$ cat src/logic/gim_pkg.sv
// Constants, register map and carrier types for the pin mux and general-purpose pin block
//==============================================================================
// Function
// - A rising edge on the nonmaskable interrupt input gives one pulse; level never retriggers.
// - Pins 4 to 7 reset to general-purpose inputs with drivers off.
// - Enable bits 7..4 turn pins 4 to 7 into edge-triggered external interrupts.
// - Polarity bits 3..0 pick the active edge of each external interrupt.
// - Pins 9 to 15 are general-purpose or PCI signals; nothing active by default.
// - Pin 3 has no alternate function and resets as an input.
// - Pin 0 is input (default), output, or is driven by the internal general-purpose interrupt.
// - Pin 8 defaults to serial port 2 clock input, may become general-purpose.
// - Pin 2 defaults to a clock at one sixth core rate, may become general-purpose.
// - Pin 1 defaults to a clock at one quarter core rate, may become general-purpose.
// - PCI strap picks host port plus pins 9 to 15, or PCI; low means host port.
// - PCI strap and serial-port-2 strap together decide the other peripheral enables.
// - Host mode drives the host interrupt pin; PCI mode makes it the frame pin.
// - Host port width is latched from data bit 5 strap: low 16-bit, high 32-bit.
package gim_pkg;

  //==============================================================================
  // Register byte offsets
  localparam logic [7:0] OFS_DIR     = 8'h00;
  localparam logic [7:0] OFS_DOUT    = 8'h04;
  localparam logic [7:0] OFS_DIN     = 8'h08;
  localparam logic [7:0] OFS_ALT     = 8'h0C;
  localparam logic [7:0] OFS_IRQ_EN  = 8'h10;
  localparam logic [7:0] OFS_POL     = 8'h14;
  localparam logic [7:0] OFS_GP0     = 8'h18;
  localparam logic [7:0] OFS_STATUS  = 8'h1C;
  localparam logic [7:0] OFS_EVENT   = 8'h20;

  //==============================================================================
  // Field positions and reset values
  localparam int IRQ_EN_LO = 4;
  localparam int IRQ_EN_HI = 7;
  localparam int ALT_CLK4  = 0;
  localparam int ALT_CLK6  = 1;
  localparam int ALT_SERIAL2_EXT_CLOCK_IN = 2;
  localparam int ST_PCI    = 0;
  localparam int ST_HP16   = 1;
  localparam int ST_SER2   = 2;
  localparam int ST_DONE   = 3;
  localparam logic [15:0] DIR_RST  = 16'h0000;
  localparam logic [15:0] DOUT_RST = 16'h0000;
  localparam logic [2:0]  ALT_RST  = 3'h0;
  localparam logic [3:0]  POL_RST  = 4'h0;

  //==============================================================================
  // Pin indices
  localparam int PIN_GP0   = 0;
  localparam int PIN_CLK4  = 1;
  localparam int PIN_CLK6  = 2;
  localparam int PIN_EXT0  = 4;
  localparam int PIN_SERIAL2_EXT_CLOCK_IN = 8;
  localparam int PIN_IDSEL = 9;
  localparam int PIN_CBE3  = 10;
  localparam int PIN_REQ   = 11;
  localparam int PIN_GNT   = 12;
  localparam int PIN_INTA  = 13;
  localparam int PIN_PCLK  = 14;
  localparam int PIN_PCI_RESET_IN  = 15;
  localparam int PIN_PCI_LO = 9;
  localparam int PIN_PCI_HI = 15;

  // Host/PCI shared pins
  localparam int HP_IRQ  = 0;
  localparam int HP_SELH = 1;
  localparam int HP_SELL = 2;
  localparam int HP_HALF = 3;
  localparam int HP_RW   = 4;

  //==============================================================================
  // Clock divider half periods and strap settle time
  localparam logic [1:0] DIV4_HALF    = 2'h1;
  localparam logic [1:0] DIV6_HALF    = 2'h2;
  localparam logic [1:0] STRAP_SETTLE = 2'h2;

  typedef enum logic [1:0] {
    GP0_INPUT  = 2'b00,
    GP0_OUTPUT = 2'b01,
    GP0_IRQ    = 2'b10
  } gim_gp0_mode_t;

  //==============================================================================
  // Carriers
  typedef struct packed {
    logic [15:0] out;
    logic [15:0] oe;
  } gim_gp_drive_t;

  typedef struct packed {
    logic [4:0] out;
    logic [4:0] oe;
  } gim_hp_drive_t;

  typedef struct packed {
    logic host_port;
    logic pci;
    logic serial2;
    logic gpio_hi;
  } gim_periph_en_t;

  typedef struct packed {
    logic        pready;
    logic [31:0] prdata;
    logic        pslverr;
  } gim_apb_resp_t;

endpackage : gim_pkg

$ cat src/logic/gim_pin_mux.sv
// Pin multiplexer, general-purpose pins, external interrupts and strap capture
`timescale 1ns/10ps
module gim_pin_mux #(
  parameter int NGPIO = 16
) (
  // Clock and reset
  input  wire logic                   clock,
  input  wire logic                   rst,
  // APB slave
  input  wire logic                   psel,
  input  wire logic                   penable,
  input  wire logic                   pwrite,
  input  wire logic [7:0]             paddr,
  input  wire logic [31:0]            pwdata,
  output gim_pkg::gim_apb_resp_t      apb_resp,
  // General-purpose pins
  input  wire logic [NGPIO-1:0]       gp_pin_in,
  output gim_pkg::gim_gp_drive_t      gp_pin_drive,
  // Host/PCI shared pins
  input  wire logic [4:0]             hp_pin_in,
  output gim_pkg::gim_hp_drive_t      hp_pin_drive,
  // Straps and nonmaskable interrupt pin
  input  wire logic                   pci_enable_strap,
  input  wire logic                   serial2_select_strap,
  input  wire logic                   host_data_bit5_strap,
  input  wire logic                   nmi_pin,
  // Core side: host port
  input  wire logic                   host_irq_out,
  output logic                        host_reg_select_hi,
  output logic                        host_reg_select_lo,
  output logic                        host_halfword_select,
  output logic                        host_read_write_select,
  output logic                        host_port_16bit_mode,
  output logic                        host_port_32bit_mode,
  // Core side: PCI
  input  gim_pkg::gim_hp_drive_t      pci_hp_drive,
  output logic [4:0]                  pci_hp_in,
  input  wire logic                   pci_request_out,
  input  wire logic                   pci_irq_a_out,
  input  wire logic                   pci_byte_enable3_out,
  input  wire logic                   pci_byte_enable3_oe,
  output logic                        pci_byte_enable3_in,
  output logic                        pci_config_select_in,
  output logic                        pci_grant_in,
  output logic                        pci_clock_in,
  output logic                        pci_reset_in,
  // Core side: misc
  input  wire logic                   gpio_zero_irq_output,
  output logic                        serial2_ext_clock_in,
  output logic                        nmi_pulse,
  output logic [3:0]                  external_irq_line,
  output gim_pkg::gim_periph_en_t     periph_en
);

  typedef struct packed {
    logic                   nmi_s1;
    logic                   nmi_s2;
    logic                   nmi_d;
    logic [NGPIO-1:0]       gp_s1;
    logic [NGPIO-1:0]       gp_s2;
    logic [3:0]             ext_d;
    logic [4:0]             hp_s1;
    logic [4:0]             hp_s2;
    logic [2:0]             strap_s1;
    logic [2:0]             strap_s2;
    logic [1:0]             strap_cnt;
    logic                   strap_done;
    logic                   pci_mode;
    logic                   hp16;
    logic                   ser2;
    logic [15:0]            dir;
    logic [15:0]            dout;
    logic [2:0]             alt;
    logic [3:0]             irq_en;
    logic [3:0]             pol;
    gim_pkg::gim_gp0_mode_t gp0_mode;
    logic [4:0]             events;
    logic [1:0]             c4;
    logic [1:0]             c6;
    logic                   clk4;
    logic                   clk6;
    gim_pkg::gim_gp_drive_t gp_drv;
    gim_pkg::gim_hp_drive_t hp_drv;
    gim_pkg::gim_apb_resp_t resp;
    logic [3:0]             host_sig;
    logic                   hp16_o;
    logic                   hp32_o;
    logic [4:0]             pci_hp;
    logic [4:0]             pci_side;
    logic                   ser2_clk;
    logic                   nmi_p;
    logic [3:0]             ext_p;
    gim_pkg::gim_periph_en_t pen;
  } gim_state_t;

  gim_state_t st_reg;
  gim_state_t st_next;

  // Decodes whether an offset names a register
  function automatic logic is_mapped(input logic [7:0] a);
    is_mapped = (a == gim_pkg::OFS_DIR) || (a == gim_pkg::OFS_DOUT) || (a == gim_pkg::OFS_DIN) ||
                (a == gim_pkg::OFS_ALT) || (a == gim_pkg::OFS_IRQ_EN) || (a == gim_pkg::OFS_POL) ||
                (a == gim_pkg::OFS_GP0) || (a == gim_pkg::OFS_STATUS) || (a == gim_pkg::OFS_EVENT);
  endfunction : is_mapped

  logic [3:0] ext_cur;
  logic [3:0] ext_prev;
  logic [3:0] ext_edge;
  logic       nmi_edge;
  logic       wr_fire;
  logic [31:0] rd_val;

  always_comb begin
    st_next = st_reg;

    //==============================================================================
    // Synchronisers: first stage feeds only the second
    st_next.nmi_s1   = nmi_pin;
    st_next.nmi_s2   = st_reg.nmi_s1;
    st_next.gp_s1    = gp_pin_in;
    st_next.gp_s2    = st_reg.gp_s1;
    st_next.hp_s1    = hp_pin_in;
    st_next.hp_s2    = st_reg.hp_s1;
    st_next.strap_s1 = {host_data_bit5_strap, serial2_select_strap, pci_enable_strap};
    st_next.strap_s2 = st_reg.strap_s1;

    //==============================================================================
    // Straps caught once the synchronisers have filled after reset
    if (!st_reg.strap_done) begin
      if (st_reg.strap_cnt == gim_pkg::STRAP_SETTLE) begin
        st_next.strap_done = 1'b1;
        st_next.pci_mode   = st_reg.strap_s2[0];
        st_next.ser2       = st_reg.strap_s2[1];
        st_next.hp16       = ~st_reg.strap_s2[2];
      end else begin
        st_next.strap_cnt = st_reg.strap_cnt + 2'h1;
      end
    end

    //==============================================================================
    // Edge detection
    nmi_edge = st_reg.nmi_s2 & ~st_reg.nmi_d;
    st_next.nmi_d = st_reg.nmi_s2;
    st_next.nmi_p = nmi_edge;
    ext_cur  = st_reg.gp_s2[gim_pkg::PIN_EXT0 +: 4] ^ st_reg.pol;
    ext_prev = st_reg.ext_d ^ st_reg.pol;
    ext_edge = ext_cur & ~ext_prev & st_reg.irq_en;
    st_next.ext_d = st_reg.gp_s2[gim_pkg::PIN_EXT0 +: 4];
    st_next.ext_p = ext_edge;

    //==============================================================================
    // Clock dividers; div6 is 3 high / 3 low to keep duty at half
    if (st_reg.c4 == gim_pkg::DIV4_HALF) begin
      st_next.c4   = 2'h0;
      st_next.clk4 = ~st_reg.clk4;
    end else begin
      st_next.c4 = st_reg.c4 + 2'h1;
    end
    if (st_reg.c6 == gim_pkg::DIV6_HALF) begin
      st_next.c6   = 2'h0;
      st_next.clk6 = ~st_reg.clk6;
    end else begin
      st_next.c6 = st_reg.c6 + 2'h1;
    end

    //==============================================================================
    // APB: one wait state, write and read data at the pready edge
    wr_fire = psel & penable & st_reg.resp.pready & pwrite;
    st_next.resp.pready  = psel & penable & ~st_reg.resp.pready;
    st_next.resp.pslverr = psel & penable & ~st_reg.resp.pready & ~is_mapped(paddr);
    rd_val = 32'h0000_0000;
    unique case (paddr)
      gim_pkg::OFS_DIR:    rd_val[15:0] = st_reg.dir;
      gim_pkg::OFS_DOUT:   rd_val[15:0] = st_reg.dout;
      gim_pkg::OFS_DIN:    rd_val[NGPIO-1:0] = st_reg.gp_s2;
      gim_pkg::OFS_ALT:    rd_val[2:0] = st_reg.alt;
      gim_pkg::OFS_IRQ_EN: rd_val[gim_pkg::IRQ_EN_HI:gim_pkg::IRQ_EN_LO] = st_reg.irq_en;
      gim_pkg::OFS_POL:    rd_val[3:0] = st_reg.pol;
      gim_pkg::OFS_GP0:    rd_val[1:0] = st_reg.gp0_mode;
      gim_pkg::OFS_STATUS: begin
        rd_val[gim_pkg::ST_PCI]  = st_reg.pci_mode;
        rd_val[gim_pkg::ST_HP16] = st_reg.hp16;
        rd_val[gim_pkg::ST_SER2] = st_reg.ser2;
        rd_val[gim_pkg::ST_DONE] = st_reg.strap_done;
      end
      gim_pkg::OFS_EVENT:  rd_val[4:0] = st_reg.events;
      default:             rd_val = 32'h0000_0000;
    endcase
    st_next.resp.prdata = (psel & penable & ~st_reg.resp.pready & ~pwrite) ? rd_val : 32'h0000_0000;

    // Sticky events: a new edge wins over a write-one-to-clear
    st_next.events = st_reg.events;
    if (wr_fire && paddr == gim_pkg::OFS_EVENT) begin
      st_next.events = st_reg.events & ~pwdata[4:0];
    end
    st_next.events = st_next.events | {ext_edge, nmi_edge};

    if (wr_fire) begin
      unique case (paddr)
        gim_pkg::OFS_DIR:    st_next.dir = pwdata[15:0];
        gim_pkg::OFS_DOUT:   st_next.dout = pwdata[15:0];
        gim_pkg::OFS_ALT:    st_next.alt = pwdata[2:0];
        gim_pkg::OFS_IRQ_EN: st_next.irq_en = pwdata[gim_pkg::IRQ_EN_HI:gim_pkg::IRQ_EN_LO];
        gim_pkg::OFS_POL:    st_next.pol = pwdata[3:0];
        gim_pkg::OFS_GP0: begin
          // Code 3 is refused: pin 0 never enters an undefined mode
          if (pwdata[1:0] != 2'b11) begin
            st_next.gp0_mode = gim_pkg::gim_gp0_mode_t'(pwdata[1:0]);
          end
        end
        default: ;
      endcase
    end

    //==============================================================================
    // General-purpose pin drive
    st_next.gp_drv.out = st_reg.dout;
    st_next.gp_drv.oe  = st_reg.dir;
    unique case (st_reg.gp0_mode)
      gim_pkg::GP0_INPUT:  st_next.gp_drv.oe[gim_pkg::PIN_GP0] = 1'b0;
      gim_pkg::GP0_OUTPUT: st_next.gp_drv.oe[gim_pkg::PIN_GP0] = 1'b1;
      gim_pkg::GP0_IRQ: begin
        st_next.gp_drv.oe[gim_pkg::PIN_GP0]  = 1'b1;
        st_next.gp_drv.out[gim_pkg::PIN_GP0] = gpio_zero_irq_output;
      end
      default: st_next.gp_drv.oe[gim_pkg::PIN_GP0] = 1'b0;
    endcase
    if (!st_reg.alt[gim_pkg::ALT_CLK4]) begin
      st_next.gp_drv.oe[gim_pkg::PIN_CLK4]  = 1'b1;
      st_next.gp_drv.out[gim_pkg::PIN_CLK4] = st_reg.clk4;
    end
    if (!st_reg.alt[gim_pkg::ALT_CLK6]) begin
      st_next.gp_drv.oe[gim_pkg::PIN_CLK6]  = 1'b1;
      st_next.gp_drv.out[gim_pkg::PIN_CLK6] = st_reg.clk6;
    end
    // Interrupt inputs never drive the pin
    for (int k = 0; k < 4; k++) begin
      if (st_reg.irq_en[k]) begin
        st_next.gp_drv.oe[gim_pkg::PIN_EXT0 + k] = 1'b0;
      end
    end
    if (!st_reg.alt[gim_pkg::ALT_SERIAL2_EXT_CLOCK_IN]) begin
      st_next.gp_drv.oe[gim_pkg::PIN_SERIAL2_EXT_CLOCK_IN] = 1'b0;
    end
    st_next.ser2_clk = ~st_reg.alt[gim_pkg::ALT_SERIAL2_EXT_CLOCK_IN] & st_reg.gp_s2[gim_pkg::PIN_SERIAL2_EXT_CLOCK_IN];

    // PCI takes pins 9 to 15 only once the strap says so
    if (st_reg.pci_mode) begin
      st_next.gp_drv.oe[gim_pkg::PIN_PCI_HI:gim_pkg::PIN_PCI_LO] = 7'h00;
      st_next.gp_drv.out[gim_pkg::PIN_CBE3] = pci_byte_enable3_out;
      st_next.gp_drv.oe[gim_pkg::PIN_CBE3]  = pci_byte_enable3_oe;
      st_next.gp_drv.out[gim_pkg::PIN_REQ]  = pci_request_out;
      st_next.gp_drv.oe[gim_pkg::PIN_REQ]   = 1'b1;
      // Interrupt A is open drain: pulled low while asserted
      st_next.gp_drv.out[gim_pkg::PIN_INTA] = 1'b0;
      st_next.gp_drv.oe[gim_pkg::PIN_INTA]  = pci_irq_a_out;
    end
    st_next.pci_side = st_reg.pci_mode ?
      {st_reg.gp_s2[gim_pkg::PIN_PCI_RESET_IN], st_reg.gp_s2[gim_pkg::PIN_PCLK], st_reg.gp_s2[gim_pkg::PIN_GNT],
       st_reg.gp_s2[gim_pkg::PIN_IDSEL], st_reg.gp_s2[gim_pkg::PIN_CBE3]} : 5'h00;

    //==============================================================================
    // Host/PCI shared pins
    if (st_reg.pci_mode) begin
      st_next.hp_drv   = pci_hp_drive;
      st_next.pci_hp   = st_reg.hp_s2;
      st_next.host_sig = 4'h0;
    end else begin
      st_next.hp_drv.out = 5'h00;
      st_next.hp_drv.oe  = 5'h00;
      st_next.hp_drv.out[gim_pkg::HP_IRQ] = host_irq_out;
      st_next.hp_drv.oe[gim_pkg::HP_IRQ]  = 1'b1;
      st_next.pci_hp   = 5'h00;
      st_next.host_sig = {st_reg.hp_s2[gim_pkg::HP_RW], st_reg.hp_s2[gim_pkg::HP_HALF] & st_reg.hp16,
                          st_reg.hp_s2[gim_pkg::HP_SELL], st_reg.hp_s2[gim_pkg::HP_SELH]};
    end
    st_next.hp16_o = st_reg.strap_done & ~st_reg.pci_mode & st_reg.hp16;
    st_next.hp32_o = st_reg.strap_done & ~st_reg.pci_mode & ~st_reg.hp16;

    // Peripheral enables
    st_next.pen.host_port = st_reg.strap_done & ~st_reg.pci_mode;
    st_next.pen.gpio_hi   = st_reg.strap_done & ~st_reg.pci_mode;
    st_next.pen.pci       = st_reg.strap_done & st_reg.pci_mode;
    st_next.pen.serial2   = st_reg.strap_done & st_reg.ser2;
  end

  always_ff @(posedge clock) begin
    if (rst) begin
      st_reg          <= '0;
      st_reg.dir      <= gim_pkg::DIR_RST;
      st_reg.dout     <= gim_pkg::DOUT_RST;
      st_reg.alt      <= gim_pkg::ALT_RST;
      st_reg.pol      <= gim_pkg::POL_RST;
      st_reg.gp0_mode <= gim_pkg::GP0_INPUT;
    end else begin
      st_reg <= st_next;
    end
  end

  assign apb_resp               = st_reg.resp;
  assign gp_pin_drive           = st_reg.gp_drv;
  assign hp_pin_drive           = st_reg.hp_drv;
  assign host_reg_select_hi     = st_reg.host_sig[0];
  assign host_reg_select_lo     = st_reg.host_sig[1];
  assign host_halfword_select   = st_reg.host_sig[2];
  assign host_read_write_select = st_reg.host_sig[3];
  assign host_port_16bit_mode   = st_reg.hp16_o;
  assign host_port_32bit_mode   = st_reg.hp32_o;
  assign pci_hp_in              = st_reg.pci_hp;
  assign pci_byte_enable3_in    = st_reg.pci_side[0];
  assign pci_config_select_in   = st_reg.pci_side[1];
  assign pci_grant_in           = st_reg.pci_side[2];
  assign pci_clock_in           = st_reg.pci_side[3];
  assign pci_reset_in           = st_reg.pci_side[4];
  assign serial2_ext_clock_in   = st_reg.ser2_clk;
  assign nmi_pulse              = st_reg.nmi_p;
  assign external_irq_line      = st_reg.ext_p;
  assign periph_en              = st_reg.pen;

endmodule : gim_pin_mux

$ cat config.mk
export PLATFORM = sky130hd
export DESIGN_NAME = gim_pin_mux
export DESIGN_NICKNAME = d
export VERILOG_FILES = /design/src/logic/gim_pkg.sv /design/src/logic/gim_pin_mux.sv
export SDC_FILE = /design/constraint.sdc
export NUM_CORES = 1
export LEC_CHECK = 0
export BUFFER_PORTS_ARGS = -buffer_cell sky130_fd_sc_hd__buf_2
export CORE_ASPECT_RATIO = 1.2
export CORE_UTILIZATION = 50
export DETAILED_ROUTE_END_ITERATION = 10
export HOLD_SLACK_MARGIN = 0.12
export PLACE_DENSITY = 0.79
export SETUP_SLACK_MARGIN = 0.2
export SLEW_MARGIN = 25
export SYNTH_ARGS = -nofsm -noshare
export SYNTH_HDL_FRONTEND = slang
export SYNTH_SLANG_ARGS = --single-unit
$ cat constraint.sdc
create_clock -name clock -period 2.3 [get_ports clock]
set_input_delay 0.345 -clock clock [delete_from_list [all_inputs] [get_ports clock]]
set_output_delay 0.345 -clock clock [all_outputs]
set_load 0.1 [all_outputs]
---- After elaboration in Yosys (flattened, before gate mapping) ----
Cells that the tools add are included.
storage, ports and cells
  output and inout bits ................... 102
  word-level logic and storage cells ...... 153
  register bits after elaboration ......... 218
  bits of input ports ..................... 86
cells by class
  bitwise logic cells ..................... 35
  reductions and logical operators ........ 29
  eq/ne operators ......................... 14
  multiplexer cells ....................... 18
  $add $sub $neg .......................... 3
operators by type and width
  cell                   count
  $eq A8 B5 Y1 const B   4
  $pmux W8 S3            1
  $reduce_or A2 Y1       11
  $eq A8 B4 Y1 const B   2
  $pmux W2 S8            1
  $and A1 B1 Y1          14
  $reduce_and A2 Y1      7
  $not A1 Y1             13
  $pmux W3 S4            1
  $mux W5                2
  $and A4 B4 Y4          2
  $eq A8 B3 Y1 const B   1
  $eq A8 B6 Y1 const B   1
  $logic_not A8 Y1       1
  $logic_or A1 B1 Y1     8
  $mux W4                2
  $xor A4 B4 Y4          2
  $pmux W1 S7            1
  $add A2 B1 Y2 const B  3
  $eq A2 B2 Y1 const B   3
  $mux W1                6
  $mux W6                1
  $pmux W1 S6            1
  $and A5 B5 Y5          1
  other kinds (9)        10

---- Longest topological paths before layout ----
Gate-level depths: netlist of run 1.
  word-level depth ........................ 11
  gate-level depth with buffers ........... 7
  mapped depth without buffers ............ 5

---- Worst setup path after synthesis of run 1 ----
No wires, ideal clock.
  path type ............................... input port to flip-flop
  from .................................... input port paddr[2]
  to ...................................... register st_reg[109] (netlist bit)
  arrival ................................. 1.633 ns
  path buffers ............................ 1
  stages on the path ...................... 5
  slack ................................... 0.551 ns
  cell sequence ........................... buf_6 -> or4_4 -> nor3_2 -> nand2_1 -> a31o_2
on the way
  word-level cells in the longest chain between the ends .. 4
RTL lines
  what                  RTL line            RTL
  from (decl)           gim_pin_mux.sv:13   input wire logic [7:0] paddr,
  $eq A8 B6 Y1          gim_pin_mux.sv:193  if (wr_fire && paddr == gim_pkg::OFS_EVENT) begin
  $logic_and A1 B1 Y1   gim_pin_mux.sv:193
  $mux W5               gim_pin_mux.sv:193
  $or A5 B5 Y5          gim_pin_mux.sv:196  st_next.events = st_next.events | {ext_edge, nmi_edge};
  to (signal assigned)  gim_pin_mux.sv:296  st_reg <= st_next;
  to (decl)             gim_pin_mux.sv:96   gim_state_t st_reg;
Every way passes these cells.
A chain may end at the register's enable or synchronous reset.

---- Worst setup path in the final report of run 1 ----
  from .................................... register st_reg, in the netlist apb_resp[33]
  to ...................................... register st_reg[157] (netlist bit)
on the way
  word-level cells in the longest chain between the ends .. 3
RTL lines
  what                         RTL line            RTL
  $and A1 B1 Y1 (2 in a row)   gim_pin_mux.sv:168  wr_fire = psel & penable & st_reg.resp.pready & pwrite;
  $reduce_and A2 Y1 (no line)  -
Every way passes these cells.

==> impl_metrics.tcl, run 1 <==
set metrics [dict create \
    via_per_inst 5.04 \
    cts_resized 0 \
    clock_latency_ns 0.49 \
    drc 0 \
    p_sw_w 0.00193 \
    leakagePower_nw 3.90 \
    fmax_ghz 0.556 \
    clock_sinks 202 \
    maxSlewViolCount 0 \
    portBuffers 155 \
    critPathLaunch "apb_resp[33]" \
    fin_setup_tns_ns 0 \
    p_int_w 0.00571 \
    gp_congestion 0.940 \
    htreeDepth 1 \
    row_count 48 \
    grt_usage 0.216 \
    fin_util 0.624 \
    status "completed" \
    worst_ep_arrival_time_ns 2.15 \
    overflow 0 \
    drtIter0Drc 653 \
    start_util 0.516 \
    worst_slew_pin_slew_ns 0.659 \
    comb_power_share 0.102 \
    synth_area_leader_cell "dfxtp_1" \
    cts-root-buf "clkbuf_16" \
    synth_area_um2 7490 \
    cp_max_fo 12 \
    synth_edf_count 0 \
    wl_um 16700 \
    holdBufCountCts 48 \
    peakVddDrop_v 0.000536 \
    antenna_found_initial 0 \
    hp-class "input pin to flop" \
    synth_cells 756 \
    via_count 5574 \
    synth_top_area_frac 0.540 \
    fin_crit_sh 0.782 \
    finalSetupViolCount 0 \
    cts_tree "yes" \
    swShare 0.253 \
    nets 983 \
    slew_headroom 0.559 \
    drive_above_1_share 0.256 \
    rsz0062_at_grt "no" \
    finalPower_w 0.00764 \
    power_frac_seq 0.481 \
    largest_register_ffs 76 \
    required_ns 2.65 \
    grt_max_degree 57 \
    boundaryPins 188 \
    p_clk_frac 0.418 \
    cap_violations 0 \
    core-area_um2 14500 \
    synth.yosys.warnings 0 \
    dr.pass1.iters 7 \
    synth.area.top_cells "dfxtp_1, buf_4, nor2b_1" \
    final_cell_mix "dfxtp_1, buf_2, nor2b_1" \
    min_period_ns 1.80 \
    hpwl_um 10900 \
    powerDensity_nw_per_um2 843 \
    cp-end-kind "flop" \
    n_antenna_cell 0 \
    hold_path_startpoint "pwdata[6]" \
    cpMaxStageDelayCell "and4_1" \
    rr_startpoint "apb_resp[33]" \
    async_flop_share 0 \
    critPathMaxStageDelay_ns 0.48 \
    hold_viol_final 0 \
    area_growth_pct 21.0 \
    die_w_um 114 \
    path_class "flop to flop" \
    ys.flop_type "dfxtp_1" \
    crit_chain "and4_1 -> nand3_1 -> buf_4 -> nand2_1 -> a21oi_1" \
    post_cts_buffers 0 \
    worst_setup_hold_path_clk_slew_ns 0.06 \
    synth_seq_area_share 0.540 \
    ys_types 57 \
    start_kind "flop" \
    cts_buffer_depth 3 \
    grt_pass1_wl_um 26400 \
    avgSynthCellArea_um2 9.91 \
    final_common_cell "dfxtp_1" \
    cts_buffers 20 \
    skew_ns 0.0150 \
    wl_per_cell_um 15.1 \
    ant_nets 0 \
    dieHeight_um 136 \
    grt_pass1_vias 5245 \
    die_area_um2 15500 \
    ys_ff_latch 202 \
]
path summary, 6_finish.rpt:
path / slack, ns / endpoint / cells past startpoint
min reg2reg: 0.41 / st_reg[159] / 1
max: 0.50 / st_reg[157] / 5
min: 0.14 / st_reg[148] / 3
max reg2reg: 0.50 / st_reg[157] / 5
stage by stage:
stage                     cell area (µm²)  instances  hold WS [ns]  setup slack [ns]
after floorplan                      7550        771         0.378             0.551
after global routing                 9070       1106         0.137             0.426
final                                9070       1106         0.138             0.501
after CTS                            9060       1106         0.123             0.543
after detailed placement             7930       1023         0.404             0.280
after global placement               7930       1023         0.398             0.282
critical path: cells and delay by family (launching register included):
| family | cells | cell delay [ns] |
|---|---|---|
| flops | 1 | 0.37 |
| compound gates | 1 | 0.07 |
| buf+inv | 1 | 0.31 |
| simple gates | 3 | 0.91 |
power groups by stage:
stage          combinational, W  clock [W]  sequential, W
2_1_floorplan          0.000552          0        0.00377
3_3_place_gp           0.000695          0        0.00375
3_5_place_dp           0.000710          0        0.00375
4_1_cts                0.000775    0.00326        0.00367
5_1_grt                0.000831    0.00340        0.00368
6_report               0.000777    0.00319        0.00367
cell families after synthesis:
logic type / share of synthesized area
other cells: 0.000500
compound gates: 0.0758
simple gates: 0.214
fa+ha+maj: 0.00801
mux: 0.0424
flops: 0.540
xor+xnor: 0.00351
buf+inv: 0.117
area by class of cell:
class                      instances  area, µm²
fill                            1210       5470
sequential                       202       4040
multi-input combinational        432       2640
timing repair buffer             226       1440
clock buffer                      24        557
tap                              200        250
clock inverter                    11       95.1
inverter                          11       41.3
synth_stat cells, types with 4 or more instances:
library cell / count
dfxtp_1: 202
buf_4: 89
nor2b_1: 72
nand2_1: 66
nor2_1: 47
a21oi_1: 40
and2_1: 30
clkbuf_1: 26
nand3_1: 26
mux2i_1: 25
and3_1: 11
inv_1: 11
a222oi_1: 8
buf_2: 7
o22ai_1: 7
nand2b_1: 6
a31o_2: 5
nor3_1: 5
nor3b_1: 5
nor4_1: 5
a211oi_1: 4
ha_1: 4
mux2_2: 4
metal layers:
layer  track usage  wire, µm  up-vias
li1              -         -     2702
met1         0.264      6790     2586
met2         0.372      8150      239
met3        0.0361      1140       47
met4        0.0994       603        0
met5             0         0        -
Note: power is estimated with default switching activity, not from simulation.
==> run 2, diff against run 1 <==
==> constraint.sdc (replaced) <==
create_clock -name clock -period 1.7 [get_ports clock]
set_input_delay 0.255 -clock clock [delete_from_list [all_inputs] [get_ports clock]]
set_output_delay 0.255 -clock clock [all_outputs]
set_load 0.1 [all_outputs]
==> run 2 against run 1 <==
  * Via count rose by 3.3%
  * Clock-buffer cell count did not move
  * Cell area rose by 6.8%
  * Flip-flop and latch count did not move
  * Sequential share of layout area fell by 2.8 points
  * Combinational power rose by 45%
  * Clock skew fell by 0.0037 ns
  * Wire length rose by 5.3%
  * Clock power rose by 46%
  * Worst setup slack got worse by 0.34 ns
  * Critical path depth fell by 4
  * Core utilization rose by 4.2 points
  * Largest cell class unchanged
==> impl_metrics.tcl, run 2 (synthesized netlist as in run 1, its figures left out) <==
set metrics [dict create \
    status "completed" \
    worst_ep_arrival_time_ns 1.28 \
    overflow 0 \
    die_area_um2 15500 \
    area_growth_pct 29.2 \
    via_count 5756 \
    via_per_inst 4.99 \
    htreeDepth 1 \
    row_count 48 \
    drtIter0Drc 360 \
    drive_above_1_share 0.286 \
    cts-root-buf "clkbuf_16" \
    critPathMaxStageDelay_ns 0.44 \
    min_period_ns 1.53 \
    preCtsSetupSlack_ns -0.0432 \
    core-area_um2 14500 \
    hp-class "input pin to flop" \
    die_w_um 114 \
    clock_latency_ns 0.49 \
    wl_per_cell_um 15.2 \
    n_antenna_cell 0 \
    leakagePower_nw 4.17 \
    final_cell_mix "dfxtp_1, buf_2, nor2b_1" \
    crit_buf_inv 1 \
    hold_path_startpoint "pwrite" \
    crit_chain "buf_2" \
    final_common_cell "dfxtp_1" \
    top_usage_layer "met2" \
    worst_setup_hold_path_clk_slew_ns 0.06 \
    powerDensity_nw_per_um2 1110 \
    cp_max_fo 2 \
    drc 0 \
    crit_family "buffers and inverters" \
    path_class "flop to output pin" \
    grt_usage 0.225 \
    num-fill-cells 1154 \
    fmax_ghz 0.652 \
    dr.pass1.iters 8 \
    worst_slew_pin_slew_ns 0.642 \
    boundaryPins 188 \
    cts_buffers 20 \
    ant_nets 0 \
    cap_violations 0 \
    grt_pass1_wl_um 27400 \
    dieHeight_um 136 \
    slew_headroom 0.570 \
    wl_um 17600 \
    finalSetupViolCount 0 \
    gr-usage-met3 0.0312 \
    start_util 0.516 \
    peakVddDrop_v 0.000589 \
    portBuffers 155 \
    start_kind "flop" \
    skew_ns 0.0113 \
    cts_buffer_depth 3 \
    hpwl_um 11600 \
    clock_sinks 202 \
    cts_tree "yes" \
    cp-end-kind "output pin" \
    placed_cells 1054 \
    critPathLaunch "periph_en[0]" \
    rsz0062_at_grt "yes" \
    use_met1 0.257 \
    worst_slack_ns 0.166 \
    use_met2 0.412 \
    fin_crit_sh 0.902 \
    largest_register_ffs 76 \
    required_ns 1.44 \
    grt_pass1_vias 5541 \
    rr_startpoint "apb_resp[33]" \
    gp_congestion 0.893 \
    cpMaxStageDelayCell "buf_2" \
    antenna_found_initial 0 \
    grt_max_degree 61 \
    fin_cells 1153 \
    maxSlewViolCount 0 \
    nets 1032 \
    hold_viol_final 0 \
]
==> run 2: cell types whose count changed in the layout (fill, tap and decap cells not counted), moves of 3 or more <==
| cell | before | now |
|---|---|---|
| buf_4 | 23 | 63 |
| clkinv_2 | 6 | 2 |
| bufinv_16 | 1 | 4 |
| buf_2 | 154 | 120 |
| clkbuf_4 | 0 | 27 |
| dlygate4sd3_1 | 48 | 60 |
==> run 2: path summary, 6_finish.rpt <==
| kind | endpoint | slack (ns) | cells after the start |
|---|---|---|---|
| worst max register to register | st_reg[120] | 0.27 | 5 |
| worst max-delay path | periph_en[3] | 0.17 | 1 |
| worst min register to register | st_reg[159] | 0.41 | 1 |
| worst min-delay path | apb_resp[5] | 0.14 | 4 |
==> run 2: cell type report <==
class	count	area, µm²	area share
sequential	202	4050	0.418
multi-input combinational	432	2680	0.276
timing repair buffer	275	1960	0.203
clock buffer	24	546	0.0564
tap	200	250	0.0258
clock inverter	9	161	0.0167
inverter	11	41.3	0.00427
==> run 2: where the power goes <==
| group | internal (W) | switching (W) | total (W) |
|---|---|---|---|
| clock | 0.00290 | 0.00178 | 0.00467 |
| combinational | 0.000387 | 0.000743 | 0.00113 |
| sequential | 0.00489 | 0.0000842 | 0.00497 |
| total | 0.00817 | 0.00260 | 0.0108 |
==> run 2: what timing repair did <==
action | in CTS | in global routing
hold buffers | 62 | 0
resized for setup | 9 | 34
buffers inserted | 3 | 1
pin swaps | 2 | 2
setup endpoints to repair | 21 | 66
hold endpoints to repair | 85 | 0
==> run 2: layer usage <==
metal  part of all wire  wire length (µm)  vias up
li1                   -                 -     2797
met1               0.38              6730     2680
met2               0.52              9100      230
met3              0.063              1110       49
met4              0.036               637        0
met5                  0                 0        -
==> run 2: stage by stage <==
step	util	instance area (µm²)	power [W]	hold slack, ns	TNS [ns]
global placement	0.565	8210	0.00605	0.395	-0.0665
finish	0.666	9680	0.0108	0.144	0
detailed placement	0.565	8210	0.00608	0.407	-0.427
global route	0.666	9680	0.0111	0.165	0
floorplan	-	7600	0.00586	0.377	0
CTS	0.659	9580	0.0108	0.158	0
==> run 2: worst register-to-register path: cells and delay by family, from the launching register on <==
kind / cells / cell delay (ns)
multiplexers: 1 / 0.15
buffers and inverters: 1 / 0.21
flip-flops: 1 / 0.34
AND/OR/NAND/NOR: 3 / 0.61
